[src/pfsc_pkg.sv]
package pfsc_pkg;

   // all process values share one signed fixed-point format (8 fraction bits)
   localparam int VAL_W  = 24;
   localparam int FRAC_W = 8;
   localparam int WIDE_W = VAL_W + 2;

   typedef logic signed [VAL_W-1:0]  pfsc_val_t;
   typedef logic signed [WIDE_W-1:0] pfsc_wide_t;

   // wishbone map, byte addresses
   localparam logic [7:0] ADR_CTRL      = 8'h00;
   localparam logic [7:0] ADR_BUS_FB1   = 8'h04;
   localparam logic [7:0] ADR_BUS_FB2   = 8'h08;
   localparam logic [7:0] ADR_SETPT1    = 8'h0C;
   localparam logic [7:0] ADR_SETPT2    = 8'h10;
   localparam logic [7:0] ADR_REF_MIN   = 8'h14;
   localparam logic [7:0] ADR_REF_MAX   = 8'h18;
   localparam logic [7:0] ADR_FEEDBACK  = 8'h1C;
   localparam logic [7:0] ADR_RESULT    = 8'h20;
   localparam logic [7:0] ADR_DEVIATION = 8'h24;
   localparam logic [7:0] ADR_STATUS    = 8'h28;

   // control register fields
   localparam int CTRL_COMB_LSB  = 0;
   localparam int CTRL_COMB_W    = 4;
   localparam int CTRL_SHAPE_BIT = 4;
   localparam int CTRL_DIR_BIT   = 5;
   localparam int CTRL_CLAMP_BIT = 6;
   localparam int CTRL_LOOP_BIT  = 7;

   // status fields
   localparam int STAT_ZONE_BIT  = 0;
   localparam int STAT_HOLD_BIT  = 1;
   localparam int STAT_PRESET_BIT = 2;

   typedef enum logic [3:0] {
      COMB_MIN       = 4'h0,
      COMB_MAX       = 4'h1,
      COMB_SUM       = 4'h2,
      COMB_DIFF      = 4'h3,
      COMB_AVG       = 4'h4,
      COMB_ZONE_HIGH = 4'h5,
      COMB_ZONE_LOW  = 4'h6,
      COMB_FB1_ONLY  = 4'h7,
      COMB_FB2_ONLY  = 4'h8
   } pfsc_comb_e;

   typedef enum logic [1:0] {
      SQRT_IDLE = 2'b00,
      SQRT_RUN  = 2'b01
   } pfsc_sqrt_e;

   localparam logic [3:0]  COMB_RESET   = 4'h1;
   localparam logic        SHAPE_RESET  = 1'b0;
   localparam logic        DIR_RESET    = 1'b0;
   localparam logic        CLAMP_RESET  = 1'b1;
   localparam logic        LOOP_RESET   = 1'b0;
   localparam logic [VAL_W-1:0] VAL_ZERO = 24'h000000;
   localparam logic [VAL_W-1:0] REF_MIN_RESET = 24'h800000;
   localparam logic [VAL_W-1:0] REF_MAX_RESET = 24'h7FFFFF;
   localparam int SQRT_STEPS = VAL_W / 2 + FRAC_W / 2;
   localparam int RAD_W      = 2 * SQRT_STEPS;

   typedef struct packed {
      logic [3:0] comb;
      logic       shape;
      logic       direction;
      logic       clamp_en;
      logic       closed_loop;
   } pfsc_cfg_s;

   typedef struct packed {
      pfsc_sqrt_e              st;
      logic [RAD_W-1:0]        rad;
      logic [SQRT_STEPS+1:0]   rem;
      logic [SQRT_STEPS-1:0]   root;
      logic [4:0]              step;
      logic                    sign;
      pfsc_val_t               result;
   } pfsc_sqrt_s;

   typedef struct packed {
      logic                    ack;
      logic [31:0]             dat;
      pfsc_cfg_s               cfg;
      pfsc_val_t               bus_fb1;
      pfsc_val_t               bus_fb2;
      pfsc_val_t               setpt1;
      pfsc_val_t               setpt2;
      pfsc_val_t               ref_min;
      pfsc_val_t               ref_max;
      pfsc_val_t               fb1;
      pfsc_val_t               fb2;
      pfsc_val_t               feedback;
      pfsc_val_t               result_ref;
      pfsc_val_t               deviation;
      logic                    zone2;
      logic                    hold;
      logic                    preset;
      logic                    direction;
      logic                    clamp_en;
      pfsc_sqrt_s              sq1;
      pfsc_sqrt_s              sq2;
   } pfsc_state_s;

endpackage

[src/pfsc_combiner.sv]
// Notes on behaviour
// - feedback one is bus value one plus scaled first voltage input
// - feedback two is bus value two plus scaled second voltage input
// - shaping code 0 passes feedback, code 1 takes square root; default 0
// - feedback path runs in open and closed loop for display
// - single feedback compares remote reference plus setpoint one (setpoint two in code 8) with feedback
// - combine code 0 regulates on the lower feedback
// - combine code 1, default, regulates on the higher feedback
// - combine code 2 regulates on the sum, setpoint one added
// - combine code 3 regulates on feedback two minus feedback one
// - combine code 4 regulates on the mean, setpoint one added
// - combine code 5 picks the larger signed zone difference
// - in code 5 the winning zone's setpoint joins the remote reference
// - combine code 6 picks the smaller signed zone difference
// - in code 6 the winning zone's setpoint joins the remote reference
// - combine code 7 uses only input one against setpoint one
// - combine code 8 uses only input two against setpoint two
// - setpoint two, default zero, acts in closed loop two-zone modes and in code 8
// - direction code 0 lowers frequency on rising feedback, code 1 raises
// - anti-windup code 0 disables, code 1 (default) enables
// - at a limit with anti-windup in closed loop, preset integrator and hold until deviation crosses zero
//
// Design decisions made here: register access over Wishbone and the register offsets.
module pfsc_combiner (
   input  wire logic              clock_i,
   input  wire logic              rst_i,
   input  wire logic [7:0]        wb_adr_i,
   input  wire logic [31:0]       wb_dat_i,
   input  wire logic [3:0]        wb_sel_i,
   input  wire logic              wb_we_i,
   input  wire logic              wb_cyc_i,
   input  wire logic              wb_stb_i,
   output logic                   wb_ack_o,
   output logic [31:0]            wb_dat_o,
   input  wire pfsc_pkg::pfsc_val_t volt_in1_i,
   input  wire pfsc_pkg::pfsc_val_t volt_in2_i,
   input  wire pfsc_pkg::pfsc_val_t remote_ref_i,
   input  wire logic              limit_reached_i,
   output pfsc_pkg::pfsc_val_t    feedback_o,
   output pfsc_pkg::pfsc_val_t    result_ref_o,
   output pfsc_pkg::pfsc_val_t    deviation_o,
   output logic                   direction_inverse_o,
   output logic                   integrator_clamp_o,
   output logic                   integrator_preset_o,
   output logic                   regulation_hold_o
);

   pfsc_pkg::pfsc_state_s  s;
   pfsc_pkg::pfsc_state_s  next_s;

   // one sequential square root per channel; restoring method, one bit per cycle
   function automatic pfsc_pkg::pfsc_sqrt_s sqrt_step(input pfsc_pkg::pfsc_sqrt_s q,
                                                       input pfsc_pkg::pfsc_val_t x);
      pfsc_pkg::pfsc_sqrt_s     n;
      logic [pfsc_pkg::SQRT_STEPS+1:0] trial;
      logic [pfsc_pkg::SQRT_STEPS+1:0] cand;
      n = q;
      trial = '0;
      cand = '0;
      case (q.st)
         pfsc_pkg::SQRT_IDLE: begin
            // negative input is taken by magnitude, sign restored on the result
            n.sign = x[pfsc_pkg::VAL_W-1];
            n.rad = {(x[pfsc_pkg::VAL_W-1] ? -x : x), {pfsc_pkg::FRAC_W{1'b0}}};
            n.rem = '0;
            n.root = '0;
            n.step = '0;
            n.st = pfsc_pkg::SQRT_RUN;
         end
         pfsc_pkg::SQRT_RUN: begin
            trial = {q.rem[pfsc_pkg::SQRT_STEPS-1:0], q.rad[pfsc_pkg::RAD_W-1 -: 2]};
            cand = {q.root, 2'b01};
            n.rad = {q.rad[pfsc_pkg::RAD_W-3:0], 2'b00};
            if (trial >= cand) begin
               n.rem = trial - cand;
               n.root = {q.root[pfsc_pkg::SQRT_STEPS-2:0], 1'b1};
            end else begin
               n.rem = trial;
               n.root = {q.root[pfsc_pkg::SQRT_STEPS-2:0], 1'b0};
            end
            n.step = q.step + 5'h01;
            if (q.step == 5'(pfsc_pkg::SQRT_STEPS - 1)) begin
               n.result = pfsc_pkg::pfsc_val_t'({1'b0, n.root[pfsc_pkg::SQRT_STEPS-1:0]});
               if (q.sign)
                  n.result = -n.result;
               n.st = pfsc_pkg::SQRT_IDLE;
            end
         end
         default: begin
            n.st = pfsc_pkg::SQRT_IDLE;
         end
      endcase
      return n;
   endfunction

   function automatic pfsc_pkg::pfsc_val_t sat(input pfsc_pkg::pfsc_wide_t w);
      if (w > pfsc_pkg::pfsc_wide_t'($signed(pfsc_pkg::REF_MAX_RESET)))
         sat = pfsc_pkg::REF_MAX_RESET;
      else if (w < pfsc_pkg::pfsc_wide_t'($signed(pfsc_pkg::REF_MIN_RESET)))
         sat = pfsc_pkg::REF_MIN_RESET;
      else
         sat = w[pfsc_pkg::VAL_W-1:0];
   endfunction

   function automatic logic [31:0] wb_merge(input logic [31:0] old, input logic [31:0] d,
                                           input logic [3:0] sel);
      wb_merge = old;
      for (int i = 0; i < 4; i++) begin
         if (sel[i])
            wb_merge[8*i +: 8] = d[8*i +: 8];
      end
   endfunction

   function automatic logic [31:0] sx(input pfsc_pkg::pfsc_val_t v);
      sx = 32'($signed(v));
   endfunction

   pfsc_pkg::pfsc_wide_t  raw1;
   pfsc_pkg::pfsc_wide_t  raw2;
   pfsc_pkg::pfsc_val_t   ch1;
   pfsc_pkg::pfsc_val_t   ch2;
   pfsc_pkg::pfsc_val_t   fb_sel;
   pfsc_pkg::pfsc_val_t   sp_sel;
   pfsc_pkg::pfsc_wide_t  d1;
   pfsc_pkg::pfsc_wide_t  d2;
   pfsc_pkg::pfsc_wide_t  wide;
   pfsc_pkg::pfsc_wide_t  dev_w;
   pfsc_pkg::pfsc_val_t   new_dev;
   pfsc_pkg::pfsc_val_t   sp2_eff;
   logic                  zone_mode;
   logic                  pick2;
   logic                  wr;
   logic [31:0]           cur;

   always_comb begin
      next_s = s;
      raw1 = '0;
      raw2 = '0;
      ch1 = '0;
      ch2 = '0;
      fb_sel = '0;
      sp_sel = '0;
      d1 = '0;
      d2 = '0;
      wide = '0;
      dev_w = '0;
      new_dev = '0;
      pick2 = 1'b0;
      cur = '0;

      // channel sums run regardless of loop mode so open loop can display them
      raw1 = pfsc_pkg::pfsc_wide_t'(s.bus_fb1) + pfsc_pkg::pfsc_wide_t'(volt_in1_i);
      raw2 = pfsc_pkg::pfsc_wide_t'(s.bus_fb2) + pfsc_pkg::pfsc_wide_t'(volt_in2_i);
      next_s.fb1 = sat(raw1);
      next_s.fb2 = sat(raw2);
      next_s.sq1 = sqrt_step(s.sq1, s.fb1);
      next_s.sq2 = sqrt_step(s.sq2, s.fb2);
      ch1 = s.cfg.shape ? s.sq1.result : s.fb1;
      ch2 = s.cfg.shape ? s.sq2.result : s.fb2;

      zone_mode = (s.cfg.comb == pfsc_pkg::COMB_ZONE_HIGH) || (s.cfg.comb == pfsc_pkg::COMB_ZONE_LOW);
      // in the two-zone modes setpoint two is only honoured in closed loop
      sp2_eff = (s.cfg.closed_loop && zone_mode) ? s.setpt2 : pfsc_pkg::VAL_ZERO;
      d1 = pfsc_pkg::pfsc_wide_t'(s.setpt1) - pfsc_pkg::pfsc_wide_t'(ch1);
      d2 = pfsc_pkg::pfsc_wide_t'(sp2_eff) - pfsc_pkg::pfsc_wide_t'(ch2);

      sp_sel = s.setpt1;
      case (s.cfg.comb)
         pfsc_pkg::COMB_MIN: fb_sel = (ch1 < ch2) ? ch1 : ch2;
         pfsc_pkg::COMB_MAX: fb_sel = (ch1 > ch2) ? ch1 : ch2;
         pfsc_pkg::COMB_SUM: begin
            wide = pfsc_pkg::pfsc_wide_t'(ch1) + pfsc_pkg::pfsc_wide_t'(ch2);
            fb_sel = sat(wide);
         end
         pfsc_pkg::COMB_DIFF: begin
            wide = pfsc_pkg::pfsc_wide_t'(ch2) - pfsc_pkg::pfsc_wide_t'(ch1);
            fb_sel = sat(wide);
         end
         pfsc_pkg::COMB_AVG: begin
            wide = (pfsc_pkg::pfsc_wide_t'(ch1) + pfsc_pkg::pfsc_wide_t'(ch2)) >>> 1;
            fb_sel = wide[pfsc_pkg::VAL_W-1:0];
         end
         pfsc_pkg::COMB_ZONE_HIGH: begin
            pick2 = d2 > d1;
            fb_sel = pick2 ? ch2 : ch1;
            sp_sel = pick2 ? sp2_eff : s.setpt1;
         end
         pfsc_pkg::COMB_ZONE_LOW: begin
            pick2 = d2 < d1;
            fb_sel = pick2 ? ch2 : ch1;
            sp_sel = pick2 ? sp2_eff : s.setpt1;
         end
         pfsc_pkg::COMB_FB1_ONLY: fb_sel = ch1;
         pfsc_pkg::COMB_FB2_ONLY: begin
            // second setpoint is taken directly here, unlike the zone modes
            fb_sel = ch2;
            sp_sel = s.setpt2;
         end
         default: fb_sel = (ch1 > ch2) ? ch1 : ch2;
      endcase

      next_s.feedback = fb_sel;
      next_s.zone2 = pick2;
      next_s.result_ref = sat(pfsc_pkg::pfsc_wide_t'(remote_ref_i) + pfsc_pkg::pfsc_wide_t'(sp_sel));
      if ($signed(next_s.result_ref) > $signed(s.ref_max))
         next_s.result_ref = s.ref_max;
      else if ($signed(next_s.result_ref) < $signed(s.ref_min))
         next_s.result_ref = s.ref_min;
      dev_w = pfsc_pkg::pfsc_wide_t'(s.result_ref) - pfsc_pkg::pfsc_wide_t'(s.feedback);
      new_dev = sat(dev_w);
      next_s.deviation = new_dev;
      next_s.direction = s.cfg.direction;
      next_s.clamp_en = s.cfg.clamp_en;

      // anti-windup: preset pulse on entering a limit, hold until the limit is gone and deviation is zero or flips sign
      next_s.preset = 1'b0;
      if (!s.cfg.clamp_en || !s.cfg.closed_loop) begin
         next_s.hold = 1'b0;
      end else if (limit_reached_i && !s.hold) begin
         next_s.hold = 1'b1;
         next_s.preset = 1'b1;
      end else if (s.hold && !limit_reached_i &&
                   (new_dev == pfsc_pkg::VAL_ZERO || new_dev[pfsc_pkg::VAL_W-1] != s.deviation[pfsc_pkg::VAL_W-1])) begin
         next_s.hold = 1'b0;
      end

      // wishbone classic slave: one registered ack per request, raised the cycle after it and dropped the next cycle
      wr = 1'b0;
      next_s.ack = wb_cyc_i && wb_stb_i && !s.ack;
      if (wb_cyc_i && wb_stb_i && !s.ack) begin
         wr = wb_we_i;
         case (wb_adr_i)
            pfsc_pkg::ADR_CTRL: cur = {24'h000000, s.cfg.closed_loop, s.cfg.clamp_en, s.cfg.direction,
                                       s.cfg.shape, s.cfg.comb};
            pfsc_pkg::ADR_BUS_FB1:   cur = sx(s.bus_fb1);
            pfsc_pkg::ADR_BUS_FB2:   cur = sx(s.bus_fb2);
            pfsc_pkg::ADR_SETPT1:    cur = sx(s.setpt1);
            pfsc_pkg::ADR_SETPT2:    cur = sx(s.setpt2);
            pfsc_pkg::ADR_REF_MIN:   cur = sx(s.ref_min);
            pfsc_pkg::ADR_REF_MAX:   cur = sx(s.ref_max);
            pfsc_pkg::ADR_FEEDBACK:  cur = sx(s.feedback);
            pfsc_pkg::ADR_RESULT:    cur = sx(s.result_ref);
            pfsc_pkg::ADR_DEVIATION: cur = sx(s.deviation);
            pfsc_pkg::ADR_STATUS:    cur = {29'h00000000, s.preset, s.hold, s.zone2};
            default:                 cur = 32'h00000000;
         endcase
         next_s.dat = wr ? 32'h00000000 : cur;
         if (wr) begin
            cur = wb_merge(cur, wb_dat_i, wb_sel_i);
            case (wb_adr_i)
               pfsc_pkg::ADR_CTRL: begin
                  // combine codes above the last mode are refused and keep the old value
                  if (cur[pfsc_pkg::CTRL_COMB_LSB +: pfsc_pkg::CTRL_COMB_W] <= pfsc_pkg::COMB_FB2_ONLY)
                     next_s.cfg.comb = cur[pfsc_pkg::CTRL_COMB_LSB +: pfsc_pkg::CTRL_COMB_W];
                  next_s.cfg.shape = cur[pfsc_pkg::CTRL_SHAPE_BIT];
                  next_s.cfg.direction = cur[pfsc_pkg::CTRL_DIR_BIT];
                  next_s.cfg.clamp_en = cur[pfsc_pkg::CTRL_CLAMP_BIT];
                  next_s.cfg.closed_loop = cur[pfsc_pkg::CTRL_LOOP_BIT];
               end
               pfsc_pkg::ADR_BUS_FB1: next_s.bus_fb1 = cur[pfsc_pkg::VAL_W-1:0];
               pfsc_pkg::ADR_BUS_FB2: next_s.bus_fb2 = cur[pfsc_pkg::VAL_W-1:0];
               pfsc_pkg::ADR_SETPT1:  next_s.setpt1 = cur[pfsc_pkg::VAL_W-1:0];
               pfsc_pkg::ADR_SETPT2:  next_s.setpt2 = cur[pfsc_pkg::VAL_W-1:0];
               pfsc_pkg::ADR_REF_MIN: next_s.ref_min = cur[pfsc_pkg::VAL_W-1:0];
               pfsc_pkg::ADR_REF_MAX: next_s.ref_max = cur[pfsc_pkg::VAL_W-1:0];
               default: ;
            endcase
         end
      end
   end

   always_ff @(posedge clock_i) begin
      if (rst_i) begin
         s <= '0;
         s.cfg.comb <= pfsc_pkg::COMB_RESET;
         s.cfg.shape <= pfsc_pkg::SHAPE_RESET;
         s.cfg.direction <= pfsc_pkg::DIR_RESET;
         s.cfg.clamp_en <= pfsc_pkg::CLAMP_RESET;
         s.cfg.closed_loop <= pfsc_pkg::LOOP_RESET;
         s.clamp_en <= pfsc_pkg::CLAMP_RESET;
         s.ref_min <= pfsc_pkg::REF_MIN_RESET;
         s.ref_max <= pfsc_pkg::REF_MAX_RESET;
         s.sq1.st <= pfsc_pkg::SQRT_IDLE;
         s.sq2.st <= pfsc_pkg::SQRT_IDLE;
      end else begin
         s <= next_s;
      end
   end

   assign wb_ack_o = s.ack;
   assign wb_dat_o = s.dat;
   assign feedback_o = s.feedback;
   assign result_ref_o = s.result_ref;
   assign deviation_o = s.deviation;
   assign direction_inverse_o = s.direction;
   assign integrator_clamp_o = s.clamp_en;
   assign integrator_preset_o = s.preset;
   assign regulation_hold_o = s.hold;

endmodule

[config.mk]
export PLATFORM = sky130hd
export DESIGN_NAME = pfsc_combiner
export DESIGN_NICKNAME = d
export VERILOG_FILES = /design/src/pfsc_pkg.sv /design/src/pfsc_combiner.sv
export SDC_FILE = /design/constraint.sdc
export NUM_CORES = 2
export LEC_CHECK = 0
export ABC_AREA = 1
export BUFFER_PORTS_ARGS = -buffer_cell sky130_fd_sc_hd__clkbuf_2
export CAP_MARGIN = 0
export CELL_PAD_IN_SITES_DETAIL_PLACEMENT = 1
export CELL_PAD_IN_SITES_GLOBAL_PLACEMENT = 1
export CORE_UTILIZATION = 40
export DETAILED_ROUTE_END_ITERATION = 12
export PLACE_DENSITY = 0.8
export RECOVER_POWER = 25
export SYNTH_ARGS = -nofsm -noshare
export SYNTH_HDL_FRONTEND = slang
export SYNTH_SLANG_ARGS = --single-unit
[constraint.sdc]
create_clock -name clock_i -period 12.5 [get_ports clock_i]
set_input_delay 3.75 -clock clock_i [delete_from_list [all_inputs] [get_ports clock_i]]
set_output_delay 3.75 -clock clock_i [all_outputs]
set_load 0.03 [all_outputs]
### Word level (Yosys, flattened, before mapping)

Index checks and enable logic that the tools add are counted.

* bits of input ports: 122
* bits in registers: 502
* word-level logic and storage cells: 185
* output and inout port bits: 109

* equal/unequal tests: 24
* add/sub/neg operators: 16
* muxes and demuxes: 50
* reduce and logical (&&, ||, !) cells: 35
* $lt $le $gt $ge: 21

Operators with widths (number)
* 2-to-1 mux 24 bit: 25
* case mux 32 bit (11 select lines): 1
* case mux 71 bit (2 select lines): 2
* case mux 24 bit (8 select lines): 1
* 2-to-1 mux 34 bit: 4
* greater-than comparator 25 x 24 -> 1 bit (second input constant): 5
* < comparator 25 x 24 -> 1 bit (second input constant): 5
* adder 24 x 24 -> 25 bit: 4
* subtractor 24 x 24 -> 25 bit: 4
* case mux 24 bit (3 select lines): 1
* greater-than comparator 24 bit: 2
* < comparator 24 bit: 2
* negation 16 -> 24 bit: 2
* negation 24 bit: 2
* 2-to-1 mux 23 bit: 2
* 2-to-1 mux 8 bit: 5
* >= comparator 18 bit: 2
* subtractor 18 bit: 2
* == test 8 x 5 -> 1 bit (second input constant): 4
* 2-to-1 mux 32 bit: 1
* greater-than comparator 26 x 24 -> 1 bit (second input constant): 1
* < comparator 26 x 24 -> 1 bit (second input constant): 1
* greater-than comparator 25 bit: 1
* < comparator 25 bit: 1
* other kinds (28): 66

### Logic depth before layout (Yosys ltp)

* word-level depth: 15
* mapped depth: 75
* depth with buffers taken out: 70

### Worst setup path after synthesis

Ideal clock, no wire load.

* path type: register to register
* start point: register s[468] (netlist name)
* end point: register s (netlist bit result_ref_o[10])
* library setup time: 0.109 ns
* buffers on the path: 8
* path slack: 3.433 ns
* stages on the path, launching flop included: 63
* data required time: 12.391 ns
* arrival: 8.958 ns
* clock period less this slack: 9.067 ns
* cell sequence: dfxtp_1 buf_2 clkbuf_1 clkbuf_1 o21ai_0 inv_1 ha_1 inv_1 fa_1 a21oi_1 nand3b_1 nand2_1 a21oi_1 inv_1 a21oi_1 o21a_1 o21ai_0 nand3_1 [27 not listed] clkbuf_1 o21ai_0 ha_1 nand2_1 inv_1 nand2_1 nand3_1 a31oi_1 nor2_1 a2111oi_4 nand2_4 nand2_4 nand2_4 buf_6 nand2_1 nand3_1 nand2_1 inv_1

* cells in the longest elaborated chain, start to end: 12
* elaborated cells between the ends (all ways): 18
* classes of those cells: add/sub: 3; order compare: 6; mux: 9

RTL lines
* start, declared: RTL line pfsc_combiner.sv:48 `pfsc_pkg::pfsc_state_s s;`
* start signal, assigned: RTL line pfsc_combiner.sv:286 `s <= next_s;`
* 2-to-1 mux 24 bit (on tied branches): RTL line pfsc_combiner.sv:159, pfsc_combiner.sv:158
* subtractor 24 x 24 -> 25 bit (on tied branches): RTL line pfsc_combiner.sv:165, pfsc_combiner.sv:164
* < comparator 25 bit or greater-than comparator 25 bit (tied branches): RTL line pfsc_combiner.sv:189, pfsc_combiner.sv:184
* 2-to-1 mux 24 bit (on tied branches): RTL line pfsc_combiner.sv:191, pfsc_combiner.sv:186
* case mux 24 bit (3 select lines) *: RTL line pfsc_combiner.sv:168 `case (s.cfg.comb)`
* adder 24 x 24 -> 25 bit *: RTL line pfsc_combiner.sv:204 `next_s.result_ref = sat(pfsc_pkg::pfsc_wide_t'(remote_ref_i) + pfsc_pkg::pfsc_wide_t'(sp_sel));`
* < comparator 25 x 24 -> 1 bit: RTL line pfsc_combiner.sv:99 `else if (w < pfsc_pkg::pfsc_wide_t'($signed(pfsc_pkg::REF_MIN_RESET)))`
* 2-to-1 mux 24 bit: RTL line pfsc_combiner.sv:99
* 2-to-1 mux 24 bit *: RTL line pfsc_combiner.sv:97 `if (w > pfsc_pkg::pfsc_wide_t'($signed(pfsc_pkg::REF_MAX_RESET)))`
* < comparator 24 bit: RTL line pfsc_combiner.sv:207 `else if ($signed(next_s.result_ref) < $signed(s.ref_min))`
* 2-to-1 mux 24 bit: RTL line pfsc_combiner.sv:207
* 2-to-1 mux 24 bit *: RTL line pfsc_combiner.sv:205 `if ($signed(next_s.result_ref) > $signed(s.ref_max))`

Every way passes the cells marked *; elsewhere a longest branch is shown, timed or not.
A chain may end at the register's enable or synchronous reset.

### Worst setup path after layout

* start point: register s[468] (netlist name)
* end point: register s (netlist bit result_ref_o[13])

Same word-level chain as after synthesis.

==> flow_metrics.env <==
export IMPL_status="complete, but fails checks"
export IMPL_violations="capacitance limit, slew limit"
export IMPL_ys_ff_latch=476
export IMPL_drive_gt1_share_pct=8.40
export IMPL_rsz0062_at_grt="false"
export IMPL_dp_cells=6510
export IMPL_grt_pass1_vias=36952
export IMPL_fin_nets=5838
export IMPL_cts_max_level=2
export IMPL_crit_type="register to register"
export IMPL_crit_path_frequent_cell="nand2_1"
export IMPL_place_congestion=0.988
export IMPL_overflow=0
export IMPL_clock_fmax_mhz=87.5
export IMPL_cap_violations=4
export IMPL_pin_count=231
export IMPL_min_path_type="register to register"
export IMPL_cp_num_cells=61
export IMPL_ant_nets=0
export IMPL_drt_first_pass_iters=6
export IMPL_critical_path_max_stage_delay_ns=0.70
export IMPL_start_kind="register"
export IMPL_p_leak_nw=18.6
export IMPL_dieArea_um2=90200
export IMPL_grt_pass1_wl_um=222000
export IMPL_power_density_nw_per_um2=148
export IMPL_cts_setup_buffers=0
export IMPL_clk_latency_ns=0.66
export IMPL_cts_buffers=56
export IMPL_crit_required_ns=13.05
export IMPL_min_path_cells=2
export IMPL_grt_max_degree=80
export IMPL_tightest_slew_ns=4.54
export IMPL_antenna_found_initial=3
export IMPL_final_common_cell="nand2_1"
export IMPL_drtIter0Drc=2734
export IMPL_post_route_period_util_pct=91.4
export IMPL_place_ws_ns=1.30
export IMPL_final_cells=6620
export IMPL_clk_path_buf_depth=3
export IMPL_worst_ep_arrival_time_ns=11.98
export IMPL_hold_viol=0
export IMPL_synthDistinctLibCells=64
export IMPL_port_buffer_count=221
export IMPL_drc=0
export IMPL_period_needed_ns=11.42
export IMPL_num_rows=109
export IMPL_syn2layout_area_growth_pct=10.1
export IMPL_layout_setup_ws_ns=1.08
export IMPL_maxSlewHeadroom_pct=-203
export IMPL_post_synth_cell_area_avg_um2=6.65
export IMPL_cts_tree="yes"
export IMPL_cp_buffers_inverters=11
export IMPL_worst_r2r_path_depth=61
export IMPL_cts_sinks=476
export IMPL_cts_clk_slew_worst_paths_ns=0.07
export IMPL_syn_nets=5782
export IMPL_finClkSkew_ns=0.0589
export IMPL_critPathMaxFanout=20
export IMPL_hold_buffers=0
export IMPL_core_um2=88200
export IMPL_reg2reg_slack_ns=1.08
export IMPL_die_y_um=300
export IMPL_synth_edf_count=0
export IMPL_die_x_um=300
export IMPL_end_kind="register"
export IMPL_vias_per_cell=5.64
export IMPL_dp_hpwl_um=120000
export IMPL_cp_slowest_cell="dfxtp_2"
export IMPL_final_cell_mix="nand2_1 (1080), inv_1 (697), a21oi_1 (563)"
export IMPL_clock_root_buffer="clkbuf_16"
export IMPL_final_max_slew_viol_count=220
export IMPL_cp_top_family="simple AND/OR/NAND/NOR gates"
export IMPL_track_usage_pct=32.2
export IMPL_wl_um=149000
export IMPL_synth_seq_area_share_pct=26.8
export IMPL_synthCells=5348
export IMPL_num_vias=37315
export IMPL_cts_resized=0
export IMPL_setup_viol=0
export IMPL_yosysWarnings=0
export IMPL_syn_cell_area_um2=35600
export IMPL_synth_ff_type="dfxtp_1"
export IMPL_async_flop_share_pct=0
export IMPL_peakVddDrop_mv=0.245
export IMPL_fin_tns_setup_ns=0
export IMPL_post_drt_wl_per_cell_um=22.5
export IMPL_start_util_pct=40.3
[cell type report]
| type | count | area (um2) |
|---|---|---|
| fill | 11602 | 49100 |
| multi-input combinational | 3854 | 21800 |
| sequential | 476 | 9530 |
| inverter | 719 | 2700 |
| timing repair buffer | 297 | 1650 |
| clock buffer | 78 | 1600 |
| tap | 1165 | 1460 |
| clock inverter | 28 | 420 |
| antenna | 3 | 7.51 |
[registers in the layout, indices dropped and copies added (netlist names)]
register             flops
deviation_o             24
direction_inverse_o      1
feedback_o              24
integrator_clamp_o       1
integrator_preset_o      1
next_s                   2
regulation_hold_o        1
result_ref_o            24
s                      373
wb_ack_o                 1
wb_dat_o                24
[through the flow]
step / hold WS (ns) / utilization, % / area [um2] / power, mW
after floorplan: 0.400 / - / 35600 / 3.40
after global placement: 0.408 / 42.1 / 37200 / 3.90
after detailed placement: 0.414 / 42.1 / 37200 / 3.96
after CTS: 0.427 / 44.4 / 39200 / 5.79
after global routing: 0.456 / 44.4 / 39200 / 6.12
final: 0.425 / 44.4 / 39200 / 5.79
[cells in the mapped netlist, drive strengths merged (18+ instances only)]
| master | n | area, um2 |
|---|---|---|
| buf | 151 | 1020 |
| dfxtp | 476 | 9530 |
| o221ai | 18 | 158 |
| nand2 | 1100 | 4240 |
| a21oi | 570 | 2880 |
| nor3 | 63 | 325 |
| xnor2 | 70 | 613 |
| nor4 | 37 | 244 |
| nand4 | 29 | 181 |
| nand3 | 182 | 941 |
| o21bai | 20 | 158 |
| ha | 304 | 3800 |
| o21ai | 606 | 3050 |
| xor2 | 155 | 1370 |
| a31oi | 21 | 131 |
| inv | 708 | 2660 |
| o22ai | 88 | 551 |
| nor2 | 398 | 1520 |
| o211ai | 54 | 405 |
| a221oi | 23 | 201 |
| clkbuf | 148 | 556 |
[per-layer routing]
metal	global-route usage (%)	wire length, um	vias to the layer above
met5	0	12	-
met4	22.3	11700	2
met3	4.09	9040	351
met2	52.6	67400	1313
met1	39.3	61000	17837
li1	-	-	17812
[power by group]
part           internal [mW]  switching [mW]
combinational          0.701            1.49
clock                   1.08           0.738
sequential              1.65           0.127
total                   3.43            2.36
[cell families after synthesis]
logic type | count (synthesis) | synth area share, %
and+or+nand+nor | 1834 | 21.4
buffers and inverters | 1018 | 12.0
xor gates and xnor gates | 225 | 5.58
adders and majority gates | 312 | 11.1
DFF | 476 | 26.8
AOI/OAI and AO/OA | 1483 | 23.1
[worst register-to-register path, delay by kind of cell, from the launching register on]
family	cells	cell delay [ns]
AND/OR/NAND/NOR	32	4.14
AO/OA/AOI/OAI	13	3.27
buffers and inverters	11	1.62
adder cells (fa/ha/maj)	4	1.49
flip-flops	1	0.70
XOR/XNOR	1	0.15
[final timing paths]
check	start	end
worst min register to register	s[173]	s[175]
worst min-delay path	s[173]	s[175]
worst max-delay path	s[468]	result_ref_o[13]
worst max register to register	s[468]	result_ref_o[13]
No activity file was read; power rests on OpenSTA's default activity.
